`src/pkg/nim_map.vh`:
```
// constants for the nand id and address-map host controller
// Behaviour
// - The host sends each array address as four address cycles, least significant bits first.
// - On x8 the column goes as bits 0-7, then bits 8-11 on the low four lines with the upper four low.
// - On x8 cycles three and four carry the row, starting with page-in-block in bits 12-17.
// - On x8 the block address is bits 18-27 on the large part and 18-26 on the small, whose last line of cycle four is low.
// - On x16 the host sends bits 0-7, 8-10 on the low three lines, 11-18, then 19-26 (19-25 on the small part), all unused lines low.
// - The column bit just above the in-page offset picks main (0) or spare (1): bit 11 on x8, bit 10 on x16.
`ifndef NIM_MAP_VH
`define NIM_MAP_VH
`define NIM_REG_CTRL     12'h000
`define NIM_REG_ADDR     12'h004
`define NIM_REG_STAT     12'h008
`define NIM_REG_ID_LO    12'h00c
`define NIM_REG_ID_HI    12'h010
`define NIM_REG_DECODE   12'h014
`define NIM_CTRL_GO_ID   0
`define NIM_CTRL_GO_ADDR 1
`define NIM_CTRL_X16     2
`define NIM_CTRL_BIG     3
`define NIM_CTRL_CMD_LO  8
`define NIM_CMD_ID_READ  8'h90
`define NIM_ID_BYTES     5
`define NIM_ADDR_CYCLES  4
`define NIM_EXP_BYTE5    8'h22
`define NIM_T_WP_NS      25
`define NIM_T_WH_NS      10
`define NIM_T_RP_NS      17
`define NIM_T_REH_NS     8
`define NIM_T_WHR_NS     60
`define NIM_CLK_NS       5
`define NIM_CYC_UP(t)    (((t) + `NIM_CLK_NS - 1) / `NIM_CLK_NS)
`endif

```
`src/logic/nim_id_store.v`:
```
// small register store for the received id bytes
`timescale 1ns/1ps
module nim_id_store #(
  parameter DEPTH = 8,
  parameter AW    = 3
) (
  // clock and reset
  input  wire          clk_sys,
  input  wire          rst_n,
  // write side
  input  wire          wrEn,
  input  wire [AW-1:0] wrAddr,
  input  wire [7:0]    wrData,
  // read side
  input  wire [AW-1:0] rdAddr,
  output reg  [7:0]    rdData
);
  reg [7:0] mem [0:DEPTH-1];
  always @(posedge clk_sys) begin
    if (wrEn) begin
      mem[wrAddr] <= wrData;
    end
    if (!rst_n) begin
      rdData <= 8'h00;
    end else begin
      rdData <= mem[rdAddr];
    end
  end
endmodule // nim_id_store

```
`src/logic/nim_host.v`:
```
// host controller: id read and four-cycle address issue over apb-programmed regs
//
// The APB register port and the address map were chosen for this implementation.
`timescale 1ns/1ps
`include "nim_map.vh"
module nim_host #(
  parameter WP_CYC  = `NIM_CYC_UP(`NIM_T_WP_NS),
  parameter WH_CYC  = `NIM_CYC_UP(`NIM_T_WH_NS),
  parameter RP_CYC  = `NIM_CYC_UP(`NIM_T_RP_NS),
  parameter REH_CYC = `NIM_CYC_UP(`NIM_T_REH_NS),
  parameter WHR_CYC = `NIM_CYC_UP(`NIM_T_WHR_NS)
) (
  // clock and reset
  input  wire        clk_sys,
  input  wire        rst_n,
  // apb slave
  input  wire        psel,
  input  wire        penable,
  input  wire        pwrite,
  input  wire [11:0] paddr,
  input  wire [31:0] pwdata,
  output reg  [31:0] prdata,
  output reg         pready,
  output reg         pslverr,
  // flash strobes
  output reg         chipEnable_n,
  output reg         cmdLatch,
  output reg         addrLatch,
  output reg         writeStrobe_n,
  output reg         read_strobe_n,
  // flash data lines
  input  wire [15:0] ioIn,
  output reg  [15:0] ioOut,
  output reg         ioOe
);
  localparam ST_IDLE = 3'd0, ST_WLOW = 3'd1, ST_WHIGH = 3'd2, ST_GAP = 3'd3;
  localparam ST_RLOW = 3'd4, ST_RHIGH = 3'd5, ST_DONE = 3'd6;
  // control and status
  reg        x16_q, big_q, busy_q, idDone_q, idOk_q, isId_q, upperBad_q;
  reg [27:0] addr_q;
  reg [2:0]  st_q;
  reg [2:0]  step_q;
  reg [7:0]  cnt_q;
  reg [7:0]  cmd_q;
  reg [39:0] idBytes_q;
  // three-stage input sync
  reg [15:0] io1_q, io2_q, io3_q, ioAcc_q;
  reg [2:0]  rdAddr_q;
  wire [7:0] storeData;
  wire       take = (st_q == ST_RLOW) && (cnt_q == 8'd0);
  wire [7:0] ioByte = ioAcc_q[7:0];
  wire       apbWr = psel && penable && pwrite && pready;
  // x8/x16 address cycle bytes, lsb first
  function [7:0] addrCycle;
    input [2:0]  n;
    input [27:0] a;
    input        w16;
    input        bigPart;
    begin
      addrCycle = 8'h00;
      if (!w16) begin
        case (n)
          3'd0: addrCycle = a[7:0];
          3'd1: addrCycle = {4'h0, a[11:8]};
          3'd2: addrCycle = a[19:12];
          3'd3: addrCycle = {bigPart & a[27], a[26:20]};
          default: addrCycle = 8'h00;
        endcase
      end else begin
        case (n)
          3'd0: addrCycle = a[7:0];
          3'd1: addrCycle = {5'h00, a[10:8]};
          3'd2: addrCycle = a[18:11];
          3'd3: addrCycle = {bigPart & a[26], a[25:19]};
          default: addrCycle = 8'h00;
        endcase
      end
    end
  endfunction
  nim_id_store #(.DEPTH(8), .AW(3)) idStore (
    .clk_sys (clk_sys),
    .rst_n   (rst_n),
    .wrEn    (take && isId_q),
    .wrAddr  (step_q),
    .wrData  (ioByte),
    .rdAddr  (rdAddr_q),
    .rdData  (storeData)
  );
  always @(posedge clk_sys) begin
    io1_q <= ioIn;
    io2_q <= io1_q;
    io3_q <= io2_q;
    if (io2_q == io3_q) begin
      ioAcc_q <= io3_q;
    end
  end
  // apb register side
  always @(posedge clk_sys) begin
    if (!rst_n) begin
      prdata  <= 32'h00000000;
      pready  <= 1'b0;
      pslverr <= 1'b0;
      x16_q   <= 1'b0;
      big_q   <= 1'b0;
      addr_q  <= 28'h0000000;
      cmd_q   <= 8'h00;
      rdAddr_q <= 3'd0;
    end else begin
      pready  <= psel && !penable;
      pslverr <= 1'b0;
      if (psel && !penable) begin
        pslverr <= (paddr > `NIM_REG_DECODE) || (paddr[1:0] != 2'b00);
        case (paddr)
          `NIM_REG_CTRL:   prdata <= {16'h0000, cmd_q, 4'h0, big_q, x16_q, 2'b00};
          `NIM_REG_ADDR:   prdata <= {4'h0, addr_q};
          `NIM_REG_STAT:   prdata <= {29'h0, idOk_q, idDone_q, busy_q};
          `NIM_REG_ID_LO:  prdata <= idBytes_q[31:0];
          `NIM_REG_ID_HI:  prdata <= {24'h000000, idBytes_q[39:32]};
          `NIM_REG_DECODE: prdata <= {16'h0000, idBytes_q[39:32], idBytes_q[31:24]};
          default:         prdata <= 32'h00000000;
        endcase
      end
      if (apbWr && paddr == `NIM_REG_CTRL && !busy_q) begin
        x16_q <= pwdata[`NIM_CTRL_X16];
        big_q <= pwdata[`NIM_CTRL_BIG];
        cmd_q <= pwdata[`NIM_CTRL_CMD_LO+7:`NIM_CTRL_CMD_LO];
      end
      if (apbWr && paddr == `NIM_REG_ADDR && !busy_q) begin
        addr_q <= pwdata[27:0];
      end
      rdAddr_q <= step_q;
    end
  end
  wire goId   = apbWr && paddr == `NIM_REG_CTRL && pwdata[`NIM_CTRL_GO_ID];
  wire goAddr = apbWr && paddr == `NIM_REG_CTRL && pwdata[`NIM_CTRL_GO_ADDR];
  // pin sequencer: command, address cycles, then read strobes on an id read only
  always @(posedge clk_sys) begin
    if (!rst_n) begin
      st_q          <= ST_IDLE;
      step_q        <= 3'd0;
      cnt_q         <= 8'd0;
      busy_q        <= 1'b0;
      idDone_q      <= 1'b0;
      idOk_q        <= 1'b0;
      upperBad_q    <= 1'b0;
      isId_q        <= 1'b0;
      idBytes_q     <= 40'h0000000000;
      chipEnable_n  <= 1'b1;
      cmdLatch      <= 1'b0;
      addrLatch     <= 1'b0;
      writeStrobe_n <= 1'b1;
      read_strobe_n <= 1'b1;
      ioOut         <= 16'h0000;
      ioOe          <= 1'b0;
    end else begin
      case (st_q)
        ST_IDLE: begin
          if ((goId || goAddr) && !busy_q) begin
            busy_q       <= 1'b1;
            isId_q       <= goId;
            idDone_q     <= goId ? 1'b0 : idDone_q;
            idOk_q       <= goId ? 1'b0 : idOk_q;
            upperBad_q   <= goId ? 1'b0 : upperBad_q;
            chipEnable_n <= 1'b0;
            cmdLatch     <= 1'b1;
            ioOut        <= {8'h00, goId ? `NIM_CMD_ID_READ : pwdata[15:8]};
            ioOe         <= 1'b1;
            writeStrobe_n <= 1'b0;
            step_q       <= 3'd0;
            cnt_q        <= WP_CYC[7:0] - 8'd1;
            st_q         <= ST_WLOW;
          end
        end
        ST_WLOW: begin
          if (cnt_q != 8'd0) begin
            cnt_q <= cnt_q - 8'd1;
          end else begin
            writeStrobe_n <= 1'b1;
            cnt_q <= WH_CYC[7:0] - 8'd1;
            st_q  <= ST_WHIGH;
          end
        end
        ST_WHIGH: begin
          if (cnt_q != 8'd0) begin
            cnt_q <= cnt_q - 8'd1;
          end else if (isId_q && addrLatch) begin
            addrLatch <= 1'b0;
            ioOe      <= 1'b0;
            cnt_q     <= WHR_CYC[7:0] - 8'd1;
            st_q      <= ST_GAP;
          end else if (!isId_q && addrLatch && step_q == `NIM_ADDR_CYCLES - 1) begin
            st_q <= ST_DONE;
          end else begin
            step_q    <= addrLatch ? step_q + 3'd1 : 3'd0;
            cmdLatch  <= 1'b0;
            addrLatch <= 1'b1;
            ioOut     <= {8'h00, isId_q ? 8'h00 :
                          addrCycle(addrLatch ? step_q + 3'd1 : 3'd0, addr_q, x16_q, big_q)};
            writeStrobe_n <= 1'b0;
            cnt_q <= WP_CYC[7:0] - 8'd1;
            st_q  <= ST_WLOW;
          end
        end
        ST_GAP: begin
          if (cnt_q != 8'd0) begin
            cnt_q <= cnt_q - 8'd1;
          end else begin
            step_q        <= 3'd0;
            read_strobe_n <= 1'b0;
            cnt_q <= RP_CYC[7:0] + 8'd2;
            st_q  <= ST_RLOW;
          end
        end
        ST_RLOW: begin
          if (cnt_q != 8'd0) begin
            cnt_q <= cnt_q - 8'd1;
          end else begin
            idBytes_q <= {ioByte, idBytes_q[39:8]};
            if (x16_q && ioAcc_q[15:8] != 8'h00) begin
              upperBad_q <= 1'b1;
            end
            read_strobe_n <= 1'b1;
            cnt_q <= REH_CYC[7:0] - 8'd1;
            st_q  <= ST_RHIGH;
          end
        end
        ST_RHIGH: begin
          if (cnt_q != 8'd0) begin
            cnt_q <= cnt_q - 8'd1;
          end else if (step_q == `NIM_ID_BYTES - 1) begin
            st_q   <= ST_DONE;
          end else begin
            step_q        <= step_q + 3'd1;
            read_strobe_n <= 1'b0;
            cnt_q <= RP_CYC[7:0] + 8'd2;
            st_q  <= ST_RLOW;
          end
        end
        ST_DONE: begin
          chipEnable_n <= 1'b1;
          cmdLatch     <= 1'b0;
          addrLatch    <= 1'b0;
          ioOe         <= 1'b0;
          busy_q       <= 1'b0;
          idDone_q     <= isId_q | idDone_q;
          if (isId_q) begin
            idOk_q <= (storeData == `NIM_EXP_BYTE5) && !upperBad_q;
          end
          st_q         <= ST_IDLE;
        end
        default: st_q <= ST_IDLE;
      endcase
    end
  end
endmodule // nim_host

```
`config.mk`:
```
export PLATFORM = sky130hd
export DESIGN_NAME = nim_host
export DESIGN_NICKNAME = d
export VERILOG_FILES = /design/src/logic/nim_id_store.v /design/src/logic/nim_host.v
export VERILOG_INCLUDE_DIRS = /design/src /design/src/pkg
export SDC_FILE = /design/constraint.sdc
export NUM_CORES = 1
export LEC_CHECK = 0
export BUFFER_PORTS_ARGS = -buffer_cell sky130_fd_sc_hd__buf_2
export CAP_MARGIN = 20
export CORE_MARGIN = 1
export CORE_UTILIZATION = 50
export CTS_CLUSTER_SIZE = 12
export DETAILED_ROUTE_END_ITERATION = 6
export PLACE_DENSITY = 0.72
export SYNTH_ARGS = -nofsm -noshare
export SYNTH_HDL_FRONTEND = slang
export SYNTH_SLANG_ARGS = --single-unit
```
`constraint.sdc`:
```
create_clock -name clk_sys -period 3.35 [get_ports clk_sys]
set_input_delay 0.1675 -clock clk_sys [delete_from_list [all_inputs] [get_ports clk_sys]]
set_output_delay 0.1675 -clock clk_sys [all_outputs]
set_load 0.005 [all_outputs]
```
Word level (Yosys, flattened, before mapping)
Memory sizes are Yosys's and may differ from the RTL's. A register that Yosys moved wholly into a read port is not among the register bits. Cells that the tools add are included.

Word-level logic and storage cells: 198. Bits of input ports: 65. Bits in registers: 220. Memories kept: 1. Memory bits (writable): 64.

Memory list: idStore.mem (depth 8, bits a word 8, rd ports 1, clocked after Yosys merged registers in 1, wr ports 1, RTL line nim_id_store.v:18) `reg [7:0] mem [0:DEPTH-1];`.

$lt $le $gt $ge: 1. Add/subtract/negate cells: 2. Bitwise operators: 4. Reduce and logical (&&, ||, !) cells: 58. Equal/unequal tests: 34. Muxes and demuxes: 70.

Operator list (number): one-hot mux 32 bit (6 select lines) (1); 2-to-1 mux 8 bit (11); 2-to-1 mux 16 bit (4); one-hot mux 8 bit (4 select lines) (2); 2-to-1 mux 3 bit (16); one-hot mux 8 bit (5 select lines) (1); one-hot mux 16 bit (2 select lines) (1); == test 12 x 4 -> 1 bit (second input constant) (2); == test 12 x 5 -> 1 bit (second input constant) (2); != test 2 bit (second input constant) (12); 2-to-1 mux 1 bit (21); AND reduction 5 bit (4); logical AND 1 bit (18); one-hot mux 3 bit (6 select lines) (1); == test 16 bit (1); nonzero test 8 bit (2); == test 3 x 2 -> 1 bit (second input constant) (5); == test 12 x 3 -> 1 bit (second input constant) (1); == test 3 bit (second input constant) (4); greater-than comparator 12 x 5 -> 1 bit (second input constant) (1); logical NOT 12 bit (1); one-hot mux 1 bit (2 select lines) (6); one-hot mux 1 bit (3 select lines) (4); one-hot mux 3 bit (4 select lines) (1); other kinds (25) (47).

Depth between registers and ports, before layout
Gate-level depths: netlist of run 1.

Depth after elaboration: 10. Depth in mapped cells: 9. Gate-level depth less buffers: 7.

Modules after synthesis
A second synthesis of run 1 with hierarchy kept.

Cells, all modules: 1076. Area total of the unflattened synthesis: 11399.7 sq um.

By module, submodules not included: nim_host (cells each 941, times used 1, sequential area each 4404.2 sq um, area each 8707.1 sq um); nim_id_store (cells each 135, times used 1, sequential area each 2082.0 sq um, area each 2692.6 sq um).

Worst setup path after synthesis of run 1
No wires, ideal clock.

Path kind: flip-flop to flip-flop. Start: register cnt_q[0]. End: memory idStore.mem[4][0], enable pin. Path buffers: 1. Arrival: 2.394 ns. Stages on the path, launching flop included: 8. Library setup time: 0.395 ns. Path slack: 0.562 ns. Cells stage by stage: dfxtp_1 inv_1 ha_1 or4b_4 nor2_8 nand3_4 buf_2 nor4_1.

Word-level cells in the longest chain between the ends: 5.

Ends and longest elaborated chain: from (decl) (RTL line nim_host.v:43) `reg [7:0] cnt_q;`; from (signal assigned) (RTL line nim_host.v:170) `cnt_q <= WP_CYC[7:0] - 8'd1;`; from (signal assigned) (RTL line nim_host.v:176) `cnt_q <= cnt_q - 8'd1;`; from (signal assigned) (RTL line nim_host.v:179) `cnt_q <= WH_CYC[7:0] - 8'd1;`; logical NOT 8 bit (RTL line nim_host.v:50) `wire take = (st_q == ST_RLOW) && (cnt_q == 8'd0);`; logical AND 1 bit (RTL line nim_host.v:50); logical AND 1 bit (RTL line nim_host.v:83) `.wrEn (take && isId_q),`; 2-to-1 mux 1 bit (RTL line nim_id_store.v:20) `if (wrEn) begin`; 2-to-1 mux 1 bit (implied by the code) (RTL line nim_id_store.v:21) `mem[wrAddr] <= wrData;`; to (decl) (RTL line nim_id_store.v:18).

No other way between the ends.

Final worst setup path of run 1
Start: register cnt_q[0]. End: memory idStore.mem[7][2], enable pin.

The elaborated chain is that of the path after synthesis.

==> results of run 1 <==
[layer usage]
metal	track usage, %	vias to the layer above	wire length, um
met2	37.1	408	12600
met3	5.57	52	2640
met4	7.00	0	690
li1	-	4051	-
met5	0	-	0
met1	35.6	4078	12200
[final timing paths]
kind                                             from                           to  slack [ns]  depth (start not counted)
worst max-delay path            cnt_q[0]$_SDFFE_PN0P_  idStore.mem[7][2]$_DFFE_PP_        0.68                          7
worst min-delay path                          penable      prdata[31]$_SDFFE_PN0P_        0.05                          4
worst max register to register  cnt_q[0]$_SDFFE_PN0P_  idStore.mem[7][2]$_DFFE_PP_        0.68                          7
worst min register to register       io1_q[5]$_DFF_P_             io2_q[5]$_DFF_P_        0.32                          0
[kinds of logic (layout without fill, tap and decap cells)]
| group | count (synthesis) | in the layout |
|---|---|---|
| AOI/OAI and AO/OA | 244 | 244 |
| and+or+nand+nor | 371 | 371 |
| muxes | 48 | 48 |
| other | 1 | 8 |
| DFF | 284 | 284 |
| xor gates and xnor gates | 16 | 16 |
| buffers and inverters | 86 | 240 |
| adders and majority gates | 6 | 6 |
[flip-flops by register name, indices dropped and copies added (netlist names), 16 cells and up]
name         cells
idStore.mem     64
idBytes_q       40
prdata          32
addr_q          28
io1_q           16
io2_q           16
io3_q           16
ioAcc_q         16
[through the flow]
step,hold WS (ns),utilization [%]
final,0.0496,60.6
after global routing,0.0785,60.6
after CTS,0.0347,60.6
after detailed placement,0.271,54.3
after global placement,0.269,54.3
after floorplan,0.195,-
[cells in the mapped netlist, types with 9 or more instances]
cell type	number
a21oi_1	115
a222oi_1	9
a22oi_1	23
buf_2	12
buf_4	12
clkbuf_1	42
dfxtp_1	204
edfxtp_1	80
inv_1	14
mux2_2	12
mux2i_1	14
mux4_2	22
nand2_1	233
nand3_1	22
nor2_1	45
nor3_1	10
o21ai_0	39
xnor2_1	16
[what timing repair did]
action	in CTS	in global routing
setup buffers	0	0
hold buffers	46	0
hold endpoints to repair	64	0
gates resized for setup	0	0
[critical path: cells and delay by family (launching register included)]
kind	cells	cell delay, ns
buffers and inverters	1	0.10
adder cells (fa/ha/maj)	1	0.17
flip-flops	1	0.33
AND/OR/NAND/NOR	5	1.68
[placed cells by master, fill, tap and decap left out, types with 12 or more instances in the layout]
| master | instances |
|---|---|
| mux2_2 | 12 |
| dfxtp_1 | 204 |
| xnor2_1 | 16 |
| mux2i_1 | 14 |
| mux4_2 | 22 |
| o21ai_0 | 39 |
| nand3_1 | 22 |
| nor2_1 | 45 |
| inv_1 | 13 |
| clkbuf_1 | 13 |
| edfxtp_1 | 80 |
| dlygate4sd3_1 | 46 |
| clkbuf_16 | 29 |
| a22oi_1 | 23 |
| a21oi_1 | 115 |
| nand2_1 | 233 |
| buf_2 | 108 |
| buf_4 | 20 |
[power by group]
| group | switching, mW | total [mW] | internal, mW |
|---|---|---|---|
| clock network | 1.29 | 3.11 | 1.82 |
| registers | 0.0166 | 3.57 | 3.55 |
| logic | 0.0967 | 0.187 | 0.0906 |
| total | 1.40 | 6.87 | 5.46 |
[final cells by class]
class	instances	area, um^2	share of cell area, %
flip-flops and latches	284	6490	49.1
multi-input cells	693	4280	32.3
repair buffers	174	1150	8.71
clock buffers	46	821	6.21
well taps	280	350	2.65
clock inverters	6	83.8	0.634
inverters	14	53.8	0.407
==> key figures, run 1 <==
Run status
  – Status: finished clean

Routing
  – TritonRoute pass-1 iters: 6
  – # DRC: 0
  – Routed via count: 8,589
  – Routed WL: 28.1 mm
  – 1st-iter DRT viols: 862
  – Wire per inst: 18.7 um
  – ANT nets after route: 0
  – DR vias/cell: 5.74

STA
  – Worst slew pin tran: 0.964 ns
  – Fin worst setup slack: 0.682 ns
  – Crit path time final: 2.67 ns
  – Setup violations, final: 0
  – Fin. max-slew vios: 0
  – Period utilization: 79.7%
  – Worst Clk Skew: 0.0127 ns
  – RSZ-0062 raised after global routing: false
  – Fin. Hold Viols: 0
  – Setup_tns: 0 ns
  – Fmax: 375 MHz
  – Slew HR: 35.5%

Synthesis
  – Synth Flop Type: dfxtp_1
  – Yosys cell types: 77
  – Synth top area share: 36.6%
  – Synth Area in Compound Gates: 13.8%
  – Biggest area consumer among synthesized cells: dfxtp_1
  – Post-synth EDFFs: 80
  – Post-synth ARST share: 0%
  – Largest family of logic cells by synthesized area: simple AND/OR/NAND/NOR gates
  – Synth warn: 0
  – Cells after synthesis: 1,056
  – Seq cells post-synth: 284
  – Synthesized area: 11,100 um^2
  – Xor/xnor share of the synthesized area: 1.26%
  – Register area share after synthesis: 58.2%
  – Post-synthesis adder-cell area fraction: 0.651%
  – Simple-gate share of the synthesized area: 15.4%
  – Post-Syn Area per Cell: 10.6 um^2
  – Synth area leaders: dfxtp_1 (37%), edfxtp_1 (22%), nand2_1 (7.8%), a21oi_1 (5.2%), mux4_2 (4.4%)
  – Portion of netlist area occupied by mux cells: 6.92%

Critical path
  – CP max-delay cell: nor2_1
  – Worst-path maximum fanout: 9
  – Worst path arrival time: 2.83 ns
  – Worst path max stage delay: 0.64 ns
  – Startpoint Class: register
  – Worst-path cell chain: inv_1, ha_1, or4b_4, nor2_8, and3_1, nand2_1, nor2_1
  – WS Path Type: reg -> reg
  – Critical Path Sink Type: register
  – CP required: 3.51 ns

Place
  – Post-detail-place hpwl: 18.4 mm
  – GP Congestion: 0.852
  – Post-DP Area: 11,900 um^2
  – Pre-CTS setup slack: 0.712 ns
  – IO Port Bufs: 108
  – Inst Count DP: 1,399

GRT
  – Largest net degree at the start of global routing: 82
  – Antenna violations before repair: 0
  – Global-route usage over all layers: 24.7%
  – Vias in the first global route: 7,841
  – First-pass GRT wire length: 43.1 mm
  – GR Overflow Total: 0

Floorplan
  – Core ar.: 21,800 um^2
  – Row count: 54
  – IO Count: 121
  – Chip width: 151 um
  – Die area: 22,900 um^2
  – Die Ht: 151 um
  – Initial core utilization: 51.1%

Cells and area
  – Share of layout cells above drive strength 1: 18.6%
  – Syn-to-layout area delta: 18.7%
  – Fillcell total: 1,777
  – Nets: 1,266
  – ANT cells: 0
  – Non-Filler Instances: 1,497
  – Post-route cell area: 13,200 um^2

Pwr
  – Peak supply drop: 486 uV
  – Leak pwr: 4.70 nW
  – PD cells: 519 nW/um^2
  – Tot Pwr: 6.87 mW

Clock network
  – Worst skew pair latency: 0.54 ns
  – Clock buffer depth: 3
  – # H-tree levels: 1
  – CTS root buf: clkbuf_16
  – Clock buffer count from CTS: 29
  – CTS tree: yes
  – Worst-path clk slew: 0.06 ns
  – Clock sinks: 284

Min path
  – Hold crit path type: in -> reg

Flow run
  – Number of max-cap violations: 0
Note: power is estimated with default switching activity, not from simulation.
==> inputs of run 2 (changes only) <==
- clock period: 3.35 -> 2.55 ns (I/O delays scaled with it)
==> run 2 against run 1 <==
Global-route usage grew 0.45 points. Sequential share of layout area shrank 0.50 points. Fmax grew 15%. Cell count grew 1.3%. Register-to-register slack lost 0.46 ns. Via count grew 1.4%. Count of clock-buffer cells in the layout is the same. First-iteration DRC count grew 6.5%. Die area is the same. Largest power group unchanged.
==> key figures, run 2 (synthesis gave the netlist of run 1 again) <==
Run status
  – Status: finished clean

Cells and area
  – ANT cells: 0
  – Leading cell type in the layout, fill and taps excluded: nand2_1
  – Largest registers: idStore.mem (64), idBytes_q (40), prdata (32)
  – Fillcell total: 1,757
  – Share of layout cells above drive strength 1: 20.2%
  – Largest register FFs: 64
  – Register area: 6490 um^2
  – Multi-input gate area: 4290 um^2
  – Core Util, Final: 61.2%
  – Non-Filler Instances: 1,516
  – Largest register by flop count: idStore.mem
  – Syn-to-layout area delta: 19.9%
  – Nets: 1,286
  – Most frequent cells in the layout: nand2_1 (233), dfxtp_1 (204), a21oi_1 (115)

Clock network
  – Clock buffer count from CTS: 29
  – Worst skew pair latency: 0.54 ns
  – CTS root buf: clkbuf_16
  – # H-tree levels: 1
  – Clock sinks: 284
  – Worst-path clk slew: 0.06 ns
  – CTS tree: yes
  – Clock buffer depth: 3

STA
  – Setup_tns: 0 ns
  – Worst Clk Skew: 0.0176 ns
  – Fin. Hold Viols: 0
  – Worst slew pin tran: 0.761 ns
  – RSZ-0062 raised after global routing: false
  – Crit path time final: 2.33 ns
  – Period utilization: 91.2%
  – Setup violations, final: 0
  – Fin. max-slew vios: 0
  – Slew HR: 49.2%
  – Fmax: 430 MHz

Routing
  – TritonRoute pass-1 iters: 6
  – Routed WL: 28.1 mm
  – Wire per inst: 18.5 um
  – # DRC: 0
  – DR vias/cell: 5.74
  – ANT nets after route: 0
  – 1st-iter DRT viols: 918
  – Routed via count: 8,707

Flow run
  – Number of max-cap violations: 0

Place
  – GP Congestion: 0.899
  – Inst Count DP: 1,419
  – Post-detail-place hpwl: 19.3 mm
  – IO Port Bufs: 108

GRT
  – First-pass GRT wire length: 44.2 mm
  – Vias in the first global route: 8,154
  – Largest net degree at the start of global routing: 41
  – GR Overflow Total: 0
  – Antenna violations before repair: 0
  – Global-route usage over all layers: 25.2%

Pwr
  – Peak supply drop: 669 uV
  – PD cells: 662 nW/um^2
  – Leak pwr: 4.79 nW

Floorplan
  – Chip width: 151 um
  – Core ar.: 21,800 um^2
  – Row count: 54
  – Die Ht: 151 um
  – Initial core utilization: 51.1%
  – IO Count: 121
  – Die area: 22,900 um^2

Min path
  – Hold path start: rst_n
  – Hold crit path type: in -> reg

Critical path
  – Worst-path maximum fanout: 10
  – Worst path arrival time: 2.74 ns
  – CP required: 2.97 ns
  – CP Launch Point: cnt_q[0]$_SDFFE_PN0P_
  – Startpoint Class: register
  – RR Startpoint: cnt_q[0]$_SDFFE_PN0P_
  – Critical Path Sink Type: register
  – WS Path Type: reg -> reg
[run 2: repair_timing]
action	in CTS	in global routing
endpoints found under the hold margin	63	0
buffers inserted	0	0
resized for setup	0	0
hold buffers	46	0
[run 2: power by group]
part           internal [mW]  switching (mW)  total [mW]
sequential              4.66          0.0224        4.69
combinational          0.123           0.129       0.252
clock                   2.27            1.65        3.91
total                   7.05            1.80        8.85
[run 2: area by class of cell]
class / instances / share of cell area [%]
well taps: 280 / 2.62
flip-flops and latches: 284 / 48.6
clock buffers: 46 / 6.37
clock inverters: 5 / 0.215
inverters: 14 / 0.403
multi-input cells: 693 / 32.1
repair buffers: 194 / 9.74
[run 2: final timing paths]
path	to	slack, ns	cells after the start
worst max-delay path	step_q[1]$_SDFFE_PN0P_	0.22	7
worst min-delay path	chipEnable_n$_SDFFE_PN1P_	0.02	3
worst max register to register	step_q[1]$_SDFFE_PN0P_	0.22	7
worst min register to register	io2_q[1]$_DFF_P_	0.32	0
[run 2: worst max-delay path, cell delays in order (launching register included)]
cell and delay, ns:
dfxtp_1 0.33, inv_1 0.10, ha_1 0.16, nor4b_2 0.38
nand2_2 0.24, o31ai_1 0.64, and3_1 0.27, o22ai_1 0.07
[run 2: stage by stage]
| stage | total power, mW | setup slack [ns] | hold slack, ns | instance area, um^2 |
|---|---|---|---|---|
| floorplan | 4.89 | 0.0134 | 0.155 | 11200 |
| global placement | 4.97 | 0.316 | 0.229 | 12000 |
| detailed placement | 4.98 | 0.272 | 0.231 | 12000 |
| CTS | 8.92 | 0.257 | 0.0137 | 13400 |
| global route | 9.10 | 0.0468 | 0.0359 | 13400 |
| finish | 8.85 | 0.224 | 0.0173 | 13400 |
[run 2: metal layers]
| layer | share of wire (%) | global-route usage, % |
|---|---|---|
| met1 | 43 | 36.4 |
| met3 | 9.5 | 4.46 |
| met2 | 45 | 38.5 |
| met4 | 2.6 | 7.10 |
| met5 | 0 | 0 |
==> inputs of run 3 (changes only) <==
--- a/config.mk
+++ b/config.mk
@@ -14,4 +14,5 @@
 export DETAILED_ROUTE_END_ITERATION = 6
 export PLACE_DENSITY = 0.72
+export SETUP_SLACK_MARGIN = 0.2
 export SYNTH_ARGS = -nofsm -noshare
 export SYNTH_HDL_FRONTEND = slang
==> constraint.sdc (replaced) <==
create_clock -name clk_sys -period 2.55 [get_ports clk_sys]
set_input_delay 0.1275 -clock clk_sys [delete_from_list [all_inputs] [get_ports clk_sys]]
set_output_delay 0.1275 -clock clk_sys [all_outputs]
set_load 0.1 [all_outputs]
==> run 3 against run 2 <==
Clock skew up 0.0056 ns. Count of clock-buffer cells in the layout unchanged. Setup slack better by 0.067 ns. Clock power up 5%. Worst hold slack better by 0.020 ns. Flip-flop and latch count unchanged. Die area unchanged. Fmax up 3.0%. Combinational power up 23%. Critical path depth up 1. Sequential power about the same. Largest cell class unchanged.
==> key figures, run 3 (synthesis gave the netlist of run 1 again) <==
Min path
  – Hold path start: paddr[4]
  – Hold crit path type: in -> reg
  – Hold-critical path endpoint: pslverr$_SDFF_PN0_
  – WHS Path Cells: 3

Pwr
  – PD cells: 679 nW/um^2
  – Tot Pwr: 9.10 mW
  – Leak pwr: 4.77 nW
  – Peak supply drop: 654 uV

GRT
  – Antenna violations before repair: 0
  – First-pass GRT wire length: 42.8 mm
  – Vias in the first global route: 8,042
  – GR Overflow Total: 0
  – Largest net degree at the start of global routing: 53
  – Global-route usage over all layers: 24.3%

STA
  – Worst Clk Skew: 0.0232 ns
  – Setup_tns: 0 ns
  – Crit path time final: 2.26 ns
  – Fin. max-slew vios: 0
  – RSZ-0062 raised after global routing: true
  – Fin. Hold Viols: 0
  – Slew HR: 48.4%
  – Fmax: 443 MHz
  – Worst slew pin tran: 0.773 ns
  – Setup violations, final: 0
  – Period utilization: 88.6%
  – Worst hold slack: 0.0378 ns

Routing
  – Routed via count: 8,643
  – Wire per inst: 18.5 um
  – DR vias/cell: 5.73
  – TritonRoute pass-1 iters: 6
  – # DRC: 0
  – Routed WL: 28.0 mm
  – 1st-iter DRT viols: 964
  – ANT nets after route: 0

Floorplan
  – Initial core utilization: 51.1%
  – Chip width: 151 um
  – Die area: 22,900 um^2
  – Core ar.: 21,800 um^2
  – IO Count: 121
  – Row count: 54
  – Die Ht: 151 um

Cells and area
  – Leading cell type in the layout, fill and taps excluded: nand2_1
  – Largest register FFs: 64
  – Fillcell total: 1,728
  – Most frequent cells in the layout: nand2_1 (232), dfxtp_1 (202), a21oi_1 (115)
  – Largest registers: idStore.mem (64), idBytes_q (40), prdata (32)
  – Largest register by flop count: idStore.mem
  – Nets: 1,279
  – Share of layout cells above drive strength 1: 20.2%
  – Post-route cell area: 13,400 um^2
  – Syn-to-layout area delta: 20.2%
  – ANT cells: 0
  – Non-Filler Instances: 1,508

Critical path
  – CP required: 2.81 ns
  – R2r setup slk: 0.29 ns
  – Worst path arrival time: 2.52 ns
  – Critical Path Sink Type: register
  – Worst reg2reg path endpoint: idStore.mem[0][6]$_DFFE_PP_
  – RR Startpoint: cnt_q[0]$_SDFFE_PN0P_
  – WS Path Type: reg -> reg
  – Startpoint Class: register
  – Worst r2r path cells: 8
  – Worst-path maximum fanout: 8

Place
  – IO Port Bufs: 108
  – GP Congestion: 0.876
  – Post-detail-place hpwl: 19.2 mm
  – Inst Count DP: 1,411
  – Post-DP Area: 12,000 um^2

Clock network
  – # H-tree levels: 1
  – CTS tree: yes
  – Setup bufs post-CTS: 0
  – Clock buffer count from CTS: 29
  – CTS root buf: clkbuf_16
  – Clock buffer depth: 3
  – Worst-path clk slew: 0.06 ns
  – Clock sinks: 284
  – Worst skew pair latency: 0.56 ns

Flow run
  – Number of max-cap violations: 0

Run status
  – Status: finished clean
run 3: cell count changes in the layout (fill, tap and decap cells not counted), sizes merged:
cell	before	now
clkinv	5	2
bufinv	0	2
buf	148	140
dlygate4sd3	46	47
run 3: metrics by stage:
stage / setup slack, ns / util (%)
after floorplan: 0.0134 / -
after global placement: 0.265 / 54.9
after detailed placement: 0.190 / 54.9
after CTS: 0.144 / 61.2
after global routing: 0.186 / 61.4
final: 0.291 / 61.4
run 3: worst max path at each step:
stage / to / startpoint
5_1_grt: idBytes_q[2]$_SDFFE_PN0P_ / cnt_q[0]$_SDFFE_PN0P_
2_1_floorplan: idStore.mem[0][0]$_DFFE_PP_ / cnt_q[0]$_SDFFE_PN0P_
4_1_cts: idStore.mem[7][4]$_DFFE_PP_ / cnt_q[0]$_SDFFE_PN0P_
3_3_place_gp: idStore.mem[2][7]$_DFFE_PP_ / cnt_q[0]$_SDFFE_PN0P_
3_5_place_dp: idStore.mem[7][3]$_DFFE_PP_ / cnt_q[0]$_SDFFE_PN0P_
6_report: idStore.mem[0][6]$_DFFE_PP_ / cnt_q[0]$_SDFFE_PN0P_
run 3: cell type report:
cell class | count | area (um^2) | area share [%]
flip-flops and latches | 284 | 6490 | 48.4
clock inverters | 4 | 85.1 | 0.635
inverters | 14 | 53.8 | 0.402
clock buffers | 46 | 831 | 6.20
repair buffers | 187 | 1260 | 9.43
multi-input cells | 693 | 4330 | 32.3
well taps | 280 | 350 | 2.61
run 3: power by group:
group	total (mW)	switching (mW)	leakage, nW	internal (mW)
combinational	0.311	0.190	1.94	0.121
clock	4.10	1.68	0.446	2.42
sequential	4.68	0.0212	2.38	4.66
run 3: repair_timing:
action / CTS / global route
hold buffers: 47 / 0
endpoints found under the hold margin: 66 / 0
cloned: 0 / 0
setup endpoints to repair: 24 / 55
gates resized for setup: 0 / 8
run 3: routing by layer:
metal	global-route usage, %	vias to the layer above	routed length [um]
met3	5.30	63	2740
met2	36.8	422	12400
met5	0	-	0
met4	7.90	0	867
met1	34.6	4076	12000
li1	-	4082	-
run 3: worst max-delay path, stage by stage (launching register included):
cell and delay (ns):
dfxtp_1 0.33, inv_1 0.10, ha_1 0.16, or4b_4 0.52, nor2_8 0.10, buf_4 0.18
nand3_4 0.12, nor3_1 0.24, buf_4 0.23
